**src/hdl/ecg_pkg.sv**
```systemverilog
package ecg_pkg;

  // Datapath sizes
  localparam int NCH = 5;
  localparam int ADC_W = 14;
  localparam int ACC_W = 24;
  localparam int OUT_W = 32;

  // Channel order at the converter inputs
  localparam int CH_LA = 0;
  localparam int CH_LL = 1;
  localparam int CH_RA = 2;
  localparam int CH_V1 = 3;
  localparam int CH_V2 = 4;

  // Conversion pacing, 2 MHz against a 4 ns core clock
  localparam int CORE_PERIOD_PS = 4000;
  localparam int CONV_PERIOD_PS = 500000;
  localparam int CONV_CYC = CONV_PERIOD_PS / CORE_PERIOD_PS;

  // Samples summed per output word at each rate
  localparam int OVS_2K = 1024;
  localparam int OVS_16K = 128;
  localparam int OVS_128K = 16;
  localparam logic [1:0] RATE_2K = 2'h0;
  localparam logic [1:0] RATE_16K = 2'h1;
  localparam logic [1:0] RATE_128K = 2'h2;

  // Register offsets
  localparam logic [7:0] REG_ECG_CTL = 8'h01;
  localparam logic [7:0] REG_CMREF = 8'h05;
  localparam logic [7:0] REG_FRM_CTL = 8'h0a;
  localparam logic [7:0] REG_UTH = 8'h20;
  localparam logic [7:0] REG_LTH = 8'h21;
  localparam logic [7:0] REG_REF = 8'h22;
  localparam logic [7:0] REG_STS = 8'h30;
  localparam logic [7:0] REG_IRQ_EN = 8'h31;
  localparam logic [7:0] REG_IRQ_CLR = 8'h32;

  // Field positions
  localparam int CTL_DIFF_BIT = 10;
  localparam int CMREF_CE_BIT = 8;
  localparam int FRM_FMT_BIT = 4;
  localparam int FRM_RATE_LSB = 0;
  localparam int HDR_OOR_BIT = 0;
  localparam int HDR_ELEC_BIT = 1;
  localparam int HDR_ANA_BIT = 2;
  localparam int HDR_RATE_LSB = 3;
  localparam int HDR_ERR_BIT = 5;
  localparam int STS_FRM_BIT = 0;
  localparam int STS_OOR_BIT = 1;
  localparam int STS_ERR_BIT = 2;

  // Reset values
  localparam logic [13:0] UTH_RST = 14'h3f00;
  localparam logic [13:0] LTH_RST = 14'h00ff;
  localparam logic [23:0] REF_RST = 24'h5c71c7;

  // Central terminal scale, 341/1024 = 0.333
  localparam int CTERM_MUL = 341;
  localparam int CTERM_SHIFT = 10;
endpackage

```
**src/hdl/ecg_smp_if.sv**
```systemverilog
// One oversampled window of all channels
interface ecg_smp_if #(parameter int CH = 5, parameter int AW = 24);
  logic vld;
  logic [CH-1:0][AW-1:0] acc;
  logic [1:0] rate;
  modport src(output vld, acc, rate);
  modport dst(input vld, acc, rate);
endinterface

```
**src/hdl/ecg_lead_dp.sv**
```systemverilog
// Our own choices: strobed register access and the register addresses.
module ecg_lead_dp import ecg_pkg::*; #(
  parameter int CH = NCH,
  parameter int DW = ADC_W,
  parameter int AW = ACC_W,
  parameter int OW = OUT_W
) (
  // Clock and reset
  input wire logic I_CORE_CLK,
  input wire logic I_RST,
  // Register port
  input wire logic [7:0] I_REG_ADDR,
  input wire logic [31:0] I_REG_WDATA,
  input wire logic I_REG_WR,
  input wire logic I_REG_RD,
  output logic [31:0] O_REG_RDATA,
  // Converters
  output logic O_CONV_START,
  input wire logic I_ADC_VLD,
  input wire logic [CH-1:0][DW-1:0] I_ADC_DATA,
  // Frame words
  output logic O_FRM_VLD,
  output logic [31:0] O_FRM_HDR,
  output logic [CH-1:0][OW-1:0] O_FRM_WORD,
  // Interrupt
  output logic O_IRQ
);
  localparam int EW = AW + 1;

  ecg_smp_if #(.CH(CH), .AW(AW)) smp ();

  logic [7:0] conv_cnt_ff;
  logic diff_sel_ff;
  logic cm_ref_ff;
  logic fmt_ff;
  logic [1:0] rate_ff;
  logic [DW-1:0] uth_ff;
  logic [DW-1:0] lth_ff;
  logic [AW-1:0] ref_ff;
  logic [2:0] sts_ff;
  logic [2:0] irq_en_ff;
  logic [31:0] rdata_ff;
  logic [CH-1:0] hit;
  logic oor_win_ff;
  logic signed [EW-1:0] c_ff [CH];
  logic s1_vld_ff;
  logic ana_s_ff;
  logic elec_s_ff;
  logic err_s_ff;
  logic oor_s_ff;
  logic [1:0] rate_s_ff;
  logic signed [OW-1:0] w [CH];
  logic signed [EW+1:0] sum3;
  logic signed [EW+11:0] prod;
  logic signed [EW+1:0] cterm;
  logic elec_now;
  logic err_now;
  logic [2:0] sts_set;
  logic [2:0] sts_clr;

  // Conversion start every 2 MHz period
  // Registered so the converters see a clean one-cycle pulse
  always_ff @(posedge I_CORE_CLK) begin
    if (I_RST) begin
      conv_cnt_ff <= 8'h00;
      O_CONV_START <= 1'b0;
    end else begin
      O_CONV_START <= (conv_cnt_ff == 8'(CONV_CYC - 1));
      conv_cnt_ff <= (conv_cnt_ff == 8'(CONV_CYC - 1)) ? 8'h00 : conv_cnt_ff + 8'h01;
    end
  end

  ecg_ovs #(.CH(CH), .DW(DW), .AW(AW)) u_ovs (
    .i_clk(I_CORE_CLK),
    .i_rst(I_RST),
    .i_rate(rate_ff),
    .i_vld(I_ADC_VLD),
    .i_smp(I_ADC_DATA),
    .smp(smp.src)
  );

  // Configuration registers
  // Bits outside each field are dropped on write and read back as zero
  always_ff @(posedge I_CORE_CLK) begin
    if (I_RST) begin
      diff_sel_ff <= 1'b0;
      cm_ref_ff <= 1'b0;
      fmt_ff <= 1'b0;
      rate_ff <= RATE_2K;
      uth_ff <= UTH_RST;
      lth_ff <= LTH_RST;
      ref_ff <= REF_RST;
      irq_en_ff <= 3'h0;
    end else if (I_REG_WR) begin
      case (I_REG_ADDR)
        REG_ECG_CTL: diff_sel_ff <= I_REG_WDATA[CTL_DIFF_BIT];
        REG_CMREF: cm_ref_ff <= I_REG_WDATA[CMREF_CE_BIT];
        REG_FRM_CTL: begin
          fmt_ff <= I_REG_WDATA[FRM_FMT_BIT];
          rate_ff <= I_REG_WDATA[FRM_RATE_LSB +: 2];
        end
        REG_UTH: uth_ff <= I_REG_WDATA[DW-1:0];
        REG_LTH: lth_ff <= I_REG_WDATA[DW-1:0];
        REG_REF: ref_ff <= I_REG_WDATA[AW-1:0];
        REG_IRQ_EN: irq_en_ff <= I_REG_WDATA[2:0];
        default: ;
      endcase
    end
  end

  // Read data one cycle after the strobe; unmapped offsets read zero
  always_ff @(posedge I_CORE_CLK) begin
    if (I_RST) begin
      rdata_ff <= 32'h0000_0000;
    end else if (I_REG_RD) begin
      rdata_ff <= 32'h0000_0000;
      case (I_REG_ADDR)
        REG_ECG_CTL: rdata_ff[CTL_DIFF_BIT] <= diff_sel_ff;
        REG_CMREF: rdata_ff[CMREF_CE_BIT] <= cm_ref_ff;
        REG_FRM_CTL: begin
          rdata_ff[FRM_FMT_BIT] <= fmt_ff;
          rdata_ff[FRM_RATE_LSB +: 2] <= rate_ff;
        end
        REG_UTH: rdata_ff[DW-1:0] <= uth_ff;
        REG_LTH: rdata_ff[DW-1:0] <= lth_ff;
        REG_REF: rdata_ff[AW-1:0] <= ref_ff;
        REG_STS: rdata_ff[2:0] <= sts_ff;
        REG_IRQ_EN: rdata_ff[2:0] <= irq_en_ff;
        default: ;
      endcase
    end
  end
  assign O_REG_RDATA = rdata_ff;

  // Range check on every raw sample, before any summing hides it
  // A single rail hit is enough; summing would dilute it below the threshold
  for (genvar g = 0; g < CH; g++) begin : g_thr
    assign hit[g] = (I_ADC_DATA[g] > uth_ff) || (I_ADC_DATA[g] < lth_ff);
  end

  // Window flag restarts with each dump; a hit in that cycle opens the next one
  always_ff @(posedge I_CORE_CLK) begin
    if (I_RST) begin
      oor_win_ff <= 1'b0;
    end else if (smp.vld) begin
      oor_win_ff <= I_ADC_VLD && (|hit);
    end else if (I_ADC_VLD && (|hit)) begin
      oor_win_ff <= 1'b1;
    end
  end

  // 128 kHz without analog leads falls back to electrode words
  assign err_now = !fmt_ff && !diff_sel_ff && (smp.rate == RATE_128K);
  assign elec_now = fmt_ff || err_now;

  // Snapshot of one window with the reference removed from every channel
  // Mode bits are caught with the data, so a mid-window write cannot split a frame
  always_ff @(posedge I_CORE_CLK) begin
    if (I_RST) begin
      s1_vld_ff <= 1'b0;
      ana_s_ff <= 1'b0;
      elec_s_ff <= 1'b0;
      err_s_ff <= 1'b0;
      oor_s_ff <= 1'b0;
      rate_s_ff <= RATE_2K;
      for (int i = 0; i < CH; i++) begin
        c_ff[i] <= '0;
      end
    end else begin
      s1_vld_ff <= smp.vld;
      if (smp.vld) begin
        ana_s_ff <= diff_sel_ff;
        elec_s_ff <= elec_now;
        err_s_ff <= err_now;
        oor_s_ff <= oor_win_ff;
        rate_s_ff <= smp.rate;
        for (int i = 0; i < CH; i++) begin
          c_ff[i] <= $signed({1'b0, smp.acc[i]}) - $signed({1'b0, ref_ff});
        end
      end
    end
  end

  // Central terminal from the three limb electrodes
  // 341/1024 stands in for one third, within a part in a thousand
  always_comb begin
    sum3 = (EW+2)'(c_ff[CH_RA]) + (EW+2)'(c_ff[CH_LA]) + (EW+2)'(c_ff[CH_LL]);
    prod = (EW+12)'(sum3) * (EW+12)'(signed'(CTERM_MUL));
    cterm = (EW+2)'(prod >>> CTERM_SHIFT);
  end

  // Word selection per mode
  always_comb begin
    for (int i = 0; i < CH; i++) begin
      w[i] = OW'(c_ff[i]);
    end
    if (!elec_s_ff && ana_s_ff) begin
      // Input stage already formed the leads
      w[1] = -OW'(c_ff[1]);
    end else if (!elec_s_ff) begin
      // Common-mode setting plays no part here
      w[0] = OW'(c_ff[CH_LA]) - OW'(c_ff[CH_RA]);
      w[1] = OW'(c_ff[CH_LL]) - OW'(c_ff[CH_RA]);
      w[2] = OW'(c_ff[CH_LL]) - OW'(c_ff[CH_LA]);
      w[3] = OW'(c_ff[CH_V1]) - OW'(cterm);
      w[4] = OW'(c_ff[CH_V2]) - OW'(cterm);
    end
  end

  // Frame output registers
  always_ff @(posedge I_CORE_CLK) begin
    if (I_RST) begin
      O_FRM_VLD <= 1'b0;
      O_FRM_HDR <= 32'h0000_0000;
      O_FRM_WORD <= '0;
    end else begin
      O_FRM_VLD <= s1_vld_ff;
      if (s1_vld_ff) begin
        O_FRM_HDR <= 32'h0000_0000;
        O_FRM_HDR[HDR_OOR_BIT] <= oor_s_ff;
        O_FRM_HDR[HDR_ELEC_BIT] <= elec_s_ff;
        O_FRM_HDR[HDR_ANA_BIT] <= ana_s_ff;
        O_FRM_HDR[HDR_RATE_LSB +: 2] <= rate_s_ff;
        O_FRM_HDR[HDR_ERR_BIT] <= err_s_ff;
        for (int i = 0; i < CH; i++) begin
          O_FRM_WORD[i] <= w[i];
        end
      end
    end
  end

  // Sticky status; a set in the clear cycle survives
  // Clear is write-one; zero bits in the clear word leave status alone
  assign sts_set[STS_FRM_BIT] = O_FRM_VLD;
  assign sts_set[STS_OOR_BIT] = O_FRM_VLD && O_FRM_HDR[HDR_OOR_BIT];
  assign sts_set[STS_ERR_BIT] = O_FRM_VLD && O_FRM_HDR[HDR_ERR_BIT];
  assign sts_clr = (I_REG_WR && (I_REG_ADDR == REG_IRQ_CLR)) ? I_REG_WDATA[2:0] : 3'h0;

  always_ff @(posedge I_CORE_CLK) begin
    if (I_RST) begin
      sts_ff <= 3'h0;
    end else begin
      sts_ff <= (sts_ff & ~sts_clr) | sts_set;
    end
  end

  // Level interrupt
  assign O_IRQ = |(sts_ff & irq_en_ff);

  // Checks on pacing, snapshot, frame and status; the frame-word checks compare against the snapshot one cycle back
  // Conversion pacing and analog lead words
  AST_CONV_PERIOD: assert property (@(posedge I_CORE_CLK) disable iff (I_RST)
    O_CONV_START |-> ##125 O_CONV_START)
    else $error("conversion start not periodic");

  AST_ANA_INVERT: assert property (@(posedge I_CORE_CLK) disable iff (I_RST)
    s1_vld_ff && ana_s_ff && !elec_s_ff |=> $signed(O_FRM_WORD[1]) == -OW'($past(c_ff[1])))
    else $error("second analog lead not negated");

  AST_ANA_PASS: assert property (@(posedge I_CORE_CLK) disable iff (I_RST)
    s1_vld_ff && ana_s_ff && !elec_s_ff |=> $signed(O_FRM_WORD[0]) == OW'($past(c_ff[0])))
    else $error("first analog lead altered");

  // Reference removal
  AST_REF_SUB: assert property (@(posedge I_CORE_CLK) disable iff (I_RST)
    smp.vld |=> c_ff[0] == $signed({1'b0, $past(smp.acc[0])}) - $signed({1'b0, $past(ref_ff)}))
    else $error("reference not removed");

  // Digital limb and chest leads
  AST_LEAD_I: assert property (@(posedge I_CORE_CLK) disable iff (I_RST)
    s1_vld_ff && !ana_s_ff && !elec_s_ff
    |=> $signed(O_FRM_WORD[0]) == OW'($past(c_ff[CH_LA])) - OW'($past(c_ff[CH_RA])))
    else $error("lead one wrong");

  AST_LEAD_II: assert property (@(posedge I_CORE_CLK) disable iff (I_RST)
    s1_vld_ff && !ana_s_ff && !elec_s_ff
    |=> $signed(O_FRM_WORD[1]) == OW'($past(c_ff[CH_LL])) - OW'($past(c_ff[CH_RA])))
    else $error("lead two wrong");

  AST_LEAD_III: assert property (@(posedge I_CORE_CLK) disable iff (I_RST)
    s1_vld_ff && !ana_s_ff && !elec_s_ff
    |=> $signed(O_FRM_WORD[2]) == OW'($past(c_ff[CH_LL])) - OW'($past(c_ff[CH_LA])))
    else $error("lead three wrong");

  AST_CHEST: assert property (@(posedge I_CORE_CLK) disable iff (I_RST)
    s1_vld_ff && !ana_s_ff && !elec_s_ff
    |=> $signed(O_FRM_WORD[3]) == OW'($past(c_ff[CH_V1])) - OW'($past(cterm)))
    else $error("chest lead wrong");

  AST_CHEST_V2: assert property (@(posedge I_CORE_CLK) disable iff (I_RST)
    s1_vld_ff && !ana_s_ff && !elec_s_ff
    |=> $signed(O_FRM_WORD[4]) == OW'($past(c_ff[CH_V2])) - OW'($past(cterm)))
    else $error("second chest lead wrong");

  // Rate rules and the electrode fallback
  AST_NO_DIG_128K: assert property (@(posedge I_CORE_CLK) disable iff (I_RST)
    O_FRM_VLD && !O_FRM_HDR[HDR_ANA_BIT] && O_FRM_HDR[HDR_RATE_LSB +: 2] == RATE_128K
    |-> O_FRM_HDR[HDR_ELEC_BIT])
    else $error("digital leads at 128 kHz");

  AST_FALLBACK: assert property (@(posedge I_CORE_CLK) disable iff (I_RST)
    O_FRM_VLD && O_FRM_HDR[HDR_ERR_BIT]
    |-> O_FRM_HDR[HDR_ELEC_BIT] && (O_FRM_HDR[HDR_RATE_LSB +: 2] == RATE_128K))
    else $error("fallback outside 128 kHz");

  AST_RATE_HDR: assert property (@(posedge I_CORE_CLK) disable iff (I_RST)
    s1_vld_ff |=> O_FRM_VLD && (O_FRM_HDR[HDR_RATE_LSB +: 2] == $past(rate_s_ff)))
    else $error("frame rate field wrong");

  // Range flag from raw sample to header and status, and frame status clear
  AST_OOR_HDR: assert property (@(posedge I_CORE_CLK) disable iff (I_RST)
    smp.vld && oor_win_ff |-> ##2 O_FRM_VLD && O_FRM_HDR[HDR_OOR_BIT])
    else $error("range flag lost");

  AST_OOR_HOLD: assert property (@(posedge I_CORE_CLK) disable iff (I_RST)
    oor_win_ff && !smp.vld |=> oor_win_ff)
    else $error("range flag dropped inside window");

  AST_THR: assert property (@(posedge I_CORE_CLK) disable iff (I_RST)
    I_ADC_VLD && !smp.vld && (I_ADC_DATA[0] > uth_ff) |=> oor_win_ff)
    else $error("upper threshold missed");

  AST_STS_OOR: assert property (@(posedge I_CORE_CLK) disable iff (I_RST)
    O_FRM_VLD && O_FRM_HDR[HDR_OOR_BIT] |=> sts_ff[STS_OOR_BIT])
    else $error("range status not set");

  AST_IRQ_CLR: assert property (@(posedge I_CORE_CLK) disable iff (I_RST)
    I_REG_WR && (I_REG_ADDR == REG_IRQ_CLR) && I_REG_WDATA[STS_FRM_BIT] && !O_FRM_VLD
    |=> !sts_ff[STS_FRM_BIT])
    else $error("frame status not cleared");

  // Electrode words and frame hold
  AST_ELEC_PASS: assert property (@(posedge I_CORE_CLK) disable iff (I_RST)
    s1_vld_ff && elec_s_ff |=> $signed(O_FRM_WORD[0]) == OW'($past(c_ff[0])))
    else $error("electrode word altered");

  AST_FRM_HOLD: assert property (@(posedge I_CORE_CLK) disable iff (I_RST)
    !s1_vld_ff |=> $stable(O_FRM_WORD) && $stable(O_FRM_HDR))
    else $error("frame words moved between frames");

  // Main scenarios
  COV_ANA: cover property (@(posedge I_CORE_CLK) O_FRM_VLD && O_FRM_HDR[HDR_ANA_BIT]);
  COV_DIG: cover property (@(posedge I_CORE_CLK) s1_vld_ff && !ana_s_ff && !elec_s_ff);
  COV_ERR: cover property (@(posedge I_CORE_CLK) O_FRM_VLD && O_FRM_HDR[HDR_ERR_BIT]);
  COV_IRQ: cover property (@(posedge I_CORE_CLK) O_IRQ);
  COV_OOR: cover property (@(posedge I_CORE_CLK) O_FRM_VLD && O_FRM_HDR[HDR_OOR_BIT]);
endmodule

```
**src/hdl/ecg_ovs.sv**
```systemverilog
module ecg_ovs import ecg_pkg::*; #(
  parameter int CH = NCH,
  parameter int DW = ADC_W,
  parameter int AW = ACC_W
) (
  // Clock and reset
  input wire logic i_clk,
  input wire logic i_rst,
  // Raw converter samples
  input wire logic [1:0] i_rate,
  input wire logic i_vld,
  input wire logic [CH-1:0][DW-1:0] i_smp,
  // Summed window
  ecg_smp_if.src smp
);
  logic [9:0] cnt_ff;
  logic [9:0] last_cnt;
  logic [3:0] shamt;
  logic last;
  logic vld_ff;
  logic [1:0] rate_ff;

  // Window length per rate; shorter windows are left-aligned to full scale
  always_comb begin
    case (i_rate)
      RATE_16K: begin
        last_cnt = 10'(OVS_16K - 1);
        shamt = 4'($clog2(OVS_2K) - $clog2(OVS_16K));
      end
      RATE_128K: begin
        last_cnt = 10'(OVS_128K - 1);
        shamt = 4'($clog2(OVS_2K) - $clog2(OVS_128K));
      end
      default: begin
        last_cnt = 10'(OVS_2K - 1);
        shamt = 4'h0;
      end
    endcase
  end

  // At-or-above compare keeps a rate change from stranding the counter
  assign last = i_vld && (cnt_ff >= last_cnt);

  // Sample counter
  always_ff @(posedge i_clk) begin
    if (i_rst) begin
      cnt_ff <= 10'h000;
    end else if (i_vld) begin
      cnt_ff <= last ? 10'h000 : cnt_ff + 10'h001;
    end
  end

  // One accumulator per channel, all dumped on the same sample
  for (genvar g = 0; g < CH; g++) begin : g_ch
    logic [AW-1:0] acc_ff;
    logic [AW-1:0] out_ff;
    logic [AW-1:0] sum;
    assign sum = acc_ff + AW'(i_smp[g]);
    always_ff @(posedge i_clk) begin
      if (i_rst) begin
        acc_ff <= '0;
        out_ff <= '0;
      end else if (i_vld) begin
        acc_ff <= last ? '0 : sum;
        if (last) begin
          out_ff <= sum << shamt;
        end
      end
    end
    assign smp.acc[g] = out_ff;
  end

  // Window done strobe
  always_ff @(posedge i_clk) begin
    if (i_rst) begin
      vld_ff <= 1'b0;
      rate_ff <= RATE_2K;
    end else begin
      vld_ff <= last;
      if (last) begin
        rate_ff <= i_rate;
      end
    end
  end

  assign smp.vld = vld_ff;
  assign smp.rate = rate_ff;
endmodule

```
**config.mk**
```make
export PLATFORM = sky130hd
export DESIGN_NAME = ecg_lead_dp
export DESIGN_NICKNAME = d
export VERILOG_FILES = /design/src/hdl/ecg_pkg.sv /design/src/hdl/ecg_smp_if.sv /design/src/hdl/ecg_lead_dp.sv /design/src/hdl/ecg_ovs.sv
export SDC_FILE = /design/constraint.sdc
export NUM_CORES = 2
export LEC_CHECK = 0
export BUFFER_PORTS_ARGS = -buffer_cell sky130_fd_sc_hd__buf_2
export CAP_MARGIN = 20
export CORE_MARGIN = 4
export CORE_UTILIZATION = 45
export CTS_BUF_LIST = sky130_fd_sc_hd__clkbuf_8 sky130_fd_sc_hd__clkbuf_16
export CTS_CLUSTER_DIAMETER = 100
export DETAILED_ROUTE_END_ITERATION = 12
export PLACE_DENSITY_LB_ADDON = 0.15
export SLEW_MARGIN = 25
export SYNTH_ARGS = -nofsm -noshare
export SYNTH_HDL_FRONTEND = slang
export SYNTH_SLANG_ARGS = --single-unit
```
**constraint.sdc**
```tcl
create_clock -name I_CORE_CLK -period 17.57 [get_ports I_CORE_CLK]
set_input_delay 2.6355 -clock I_CORE_CLK [delete_from_list [all_inputs] [get_ports I_CORE_CLK]]
set_output_delay 2.6355 -clock I_CORE_CLK [all_outputs]
set_load 0.05 [all_outputs]
```
==> flow_summary.ini <==
[synthesis]
syn_inst = 6538
syn_area_um2 = 52400
synth_top_family_by_area = compound AO/OA/AOI/OAI gates
yosysSeqAreaShare_pct = 26.4
synth_top_area_share_pct = 19.2
synthMuxAreaShare_pct = 2.88
yosys.area.top_type = dfxtp_1
ys_async_sr_fraction_pct = 0
ys.flop_type = dfxtp_1
synthAdderAreaFrac_pct = 18.3
yosysWarnings = 0
ys_seq_elements = 629
synthSimpleGateAreaFrac_pct = 19.2
synthXorXnorAreaFrac_pct = 5.15
synth_compound_area_share_pct = 21.9
synth_edf_count = 125
syn_area_per_cell_um2 = 8.02
synthTopCellsByArea = dfxtp_1 (19%), ha_1 (13%), edfxtp_1 (7.2%), nor2_1 (5.3%), nand2_1 (5.1%)
synthDistinctLibCells = 105

[setup_path]
cp_max_fo = 8
max_stage_delay_ns = 0.56
crit_arrival_ns = 12.19
end_kind = register
worstSetupPathType = reg2reg
critPathSlowestCell = fa_1
worstPathRequired_ns = 18.14
ff2ff_setup_slack_ns = 5.94
critical_path.startpoint_type = register

[routing]
wl_per_cell_um = 20.8
vias_per_cell = 5.83
drc = 0
ant_nets = 0
drt_iter0_markers = 3930
num_vias = 47884
firstDrtPassIters = 6
finalWirelength_um = 171000

[hold_path]
hold_class = reg2reg

[floorplan]
core_area_um2 = 115000
io_pins = 342
die_x_um = 349
die_area_um2 = 122000
rows = 124
start_util_pct = 45.6
die_h_um = 349

[clock_network]
cts_htree_levels = 3
clock_latency_ns = 0.67
postCtsHoldBufs = 0
ctsRootBufferMaster = clkbuf_16
cts_buffers = 75
postCtsSetupBuffers = 0
clk_pin_slew_ns = 0.06
cts.sinks = 629
cts_resized = 0
cts_buffer_depth = 3
cts_tree = yes

[sta]
fin_tns_setup_ns = 0
finalMaxSlewViolations = 0
min_period_ns = 11.63
rsz0062_at_grt = false
worst_pin_slew_ns = 1.07
fin_crit_sh_pct = 66.2
max_freq_mhz = 86.0
skew_ns = 0.0246
hold_viol = 0
maxSlewHeadroom_pct = 28.6
final-setup-viol-count = 0

[cells_and_area]
layout_common_cells = nor2_1 (743), nand2_1 (709), ha_1 (562)
area.growth.synth_to_final_pct = 9.63
nets = 7432
final_common_cell = nor2_1
drive_gt1_share_pct = 8.52

[place]
gp_congestion = 0.962
portBuffers = 299
dp_hpwl_um = 133000

[global_routing]
use_met3_pct = 2.73
met1_usage_pct = 38.8
antenna_found_initial = 3
grt_overflow = 0
grt_pass1_wl_um = 259000
grt_pass1_vias = 43270
grt-busiest-layer = met2
grt_util_all_layers_pct = 26.8
grt_max_degree = 94
grtUsageMet2_pct = 42.1

[job]
maxCapViolCount = 0

[outcome]
outcome = completed
==> per-stage QoR <==
| step | cells | util [%] | cell area [um^2] | hold slack (ns) | setup slack [ns] |
|---|---|---|---|---|---|
| 5_1_grt | 8207 | 50.0 | 57500 | 0.479 | 5.36 |
| 6_report | 8207 | 50.0 | 57500 | 0.455 | 5.94 |
| 4_1_cts | 8206 | 50.0 | 57500 | 0.456 | 5.98 |
| 3_5_place_dp | 8069 | 47.7 | 54900 | 0.441 | 6.06 |
| 2_1_floorplan | 6571 | - | 52500 | 0.426 | 7.54 |
| 3_3_place_gp | 8068 | 47.7 | 54800 | 0.442 | 6.16 |
==> metal layers <==
metal	up-vias	part of all wire (%)
li1	23485	-
met1	22787	47
met2	1403	44
met3	209	5.7
met4	0	3.1
met5	-	0
==> area by class of cell <==
| type | count | area, um^2 |
|---|---|---|
| clock inverters | 48 | 508 |
| well taps | 1512 | 1890 |
| inverters | 424 | 1600 |
| repair buffers | 357 | 1950 |
| fillers | 11255 | 57500 |
| multi-input cells | 5147 | 35600 |
| clock buffers | 89 | 2090 |
| diodes | 1 | 2.50 |
| flip-flops and latches | 629 | 13800 |
==> cells by family after synthesis <==
kind of cell,after synthesis
adder cells (fa/ha/maj),699
buffers and inverters,795
multiplexers,134
flip-flops,629
XOR/XNOR,305
AND/OR/NAND/NOR,2236
other,1
AO/OA/AOI/OAI,1739
==> state kept, by name, summed over array words and instances, names as in the netlist, 2 cells and up <==
signal             count
O_REG_RDATA           24
c_ff                 125
sts_ff                 3
u_ovs.smp.rate         2
O_FRM_WORD           140
conv_cnt_ff            8
rate_ff                2
uth_ff                14
ref_ff                24
u_ovs.g_ch.acc_ff    120
u_ovs.cnt_ff          10
u_ovs.g_ch.out_ff    120
irq_en_ff              3
lth_ff                14
rate_s_ff              2
O_FRM_HDR              6
==> cells in the mapped netlist (25+ instances only) <==
cell	number
nand2b_1	66
xnor2_1	208
o211ai_1	59
a21boi_0	67
nand4_1	40
ha_1	564
nand3_1	121
a31oi_1	54
buf_1	34
o31ai_1	28
nor2_1	747
nor3_1	201
o221ai_1	27
a22oi_1	57
o21bai_1	53
and2_1	34
a311oi_1	70
nand3b_1	36
xor2_1	95
a21oi_1	471
nor4_1	29
buf_4	55
nor2b_1	74
o21a_1	53
o21ai_0	336
or3_1	74
edfxtp_1	125
dfxtp_1	504
and3_1	35
nand2_1	710
a21o_1	101
fa_1	119
mux2i_1	108
o22ai_1	25
clkbuf_1	276
inv_1	421
a211oi_1	111
==> worst max-delay path, delay by kind of cell (launching register included) <==
kind	cells	cell delay [ns]
buf+inv	3	0.32
fa+ha+maj	10	4.13
xor+xnor	3	1.07
simple gates	9	2.20
compound gates	16	3.30
flops	1	0.50
==> worst paths after layout <==
path | start | endpoint | cells past startpoint
worst max-delay path | c_ff[0][1] | O_FRM_WORD[120] | 41
worst min-delay path | O_FRM_WORD[121] | O_FRM_WORD[121] | 2
worst max register to register | c_ff[0][1] | O_FRM_WORD[120] | 41
worst min register to register | O_FRM_WORD[121] | O_FRM_WORD[121] | 2
Power is left out: the tool's default activity adds up to more than one toggle a clock period on the data nets, which glitch-free logic cannot reach.
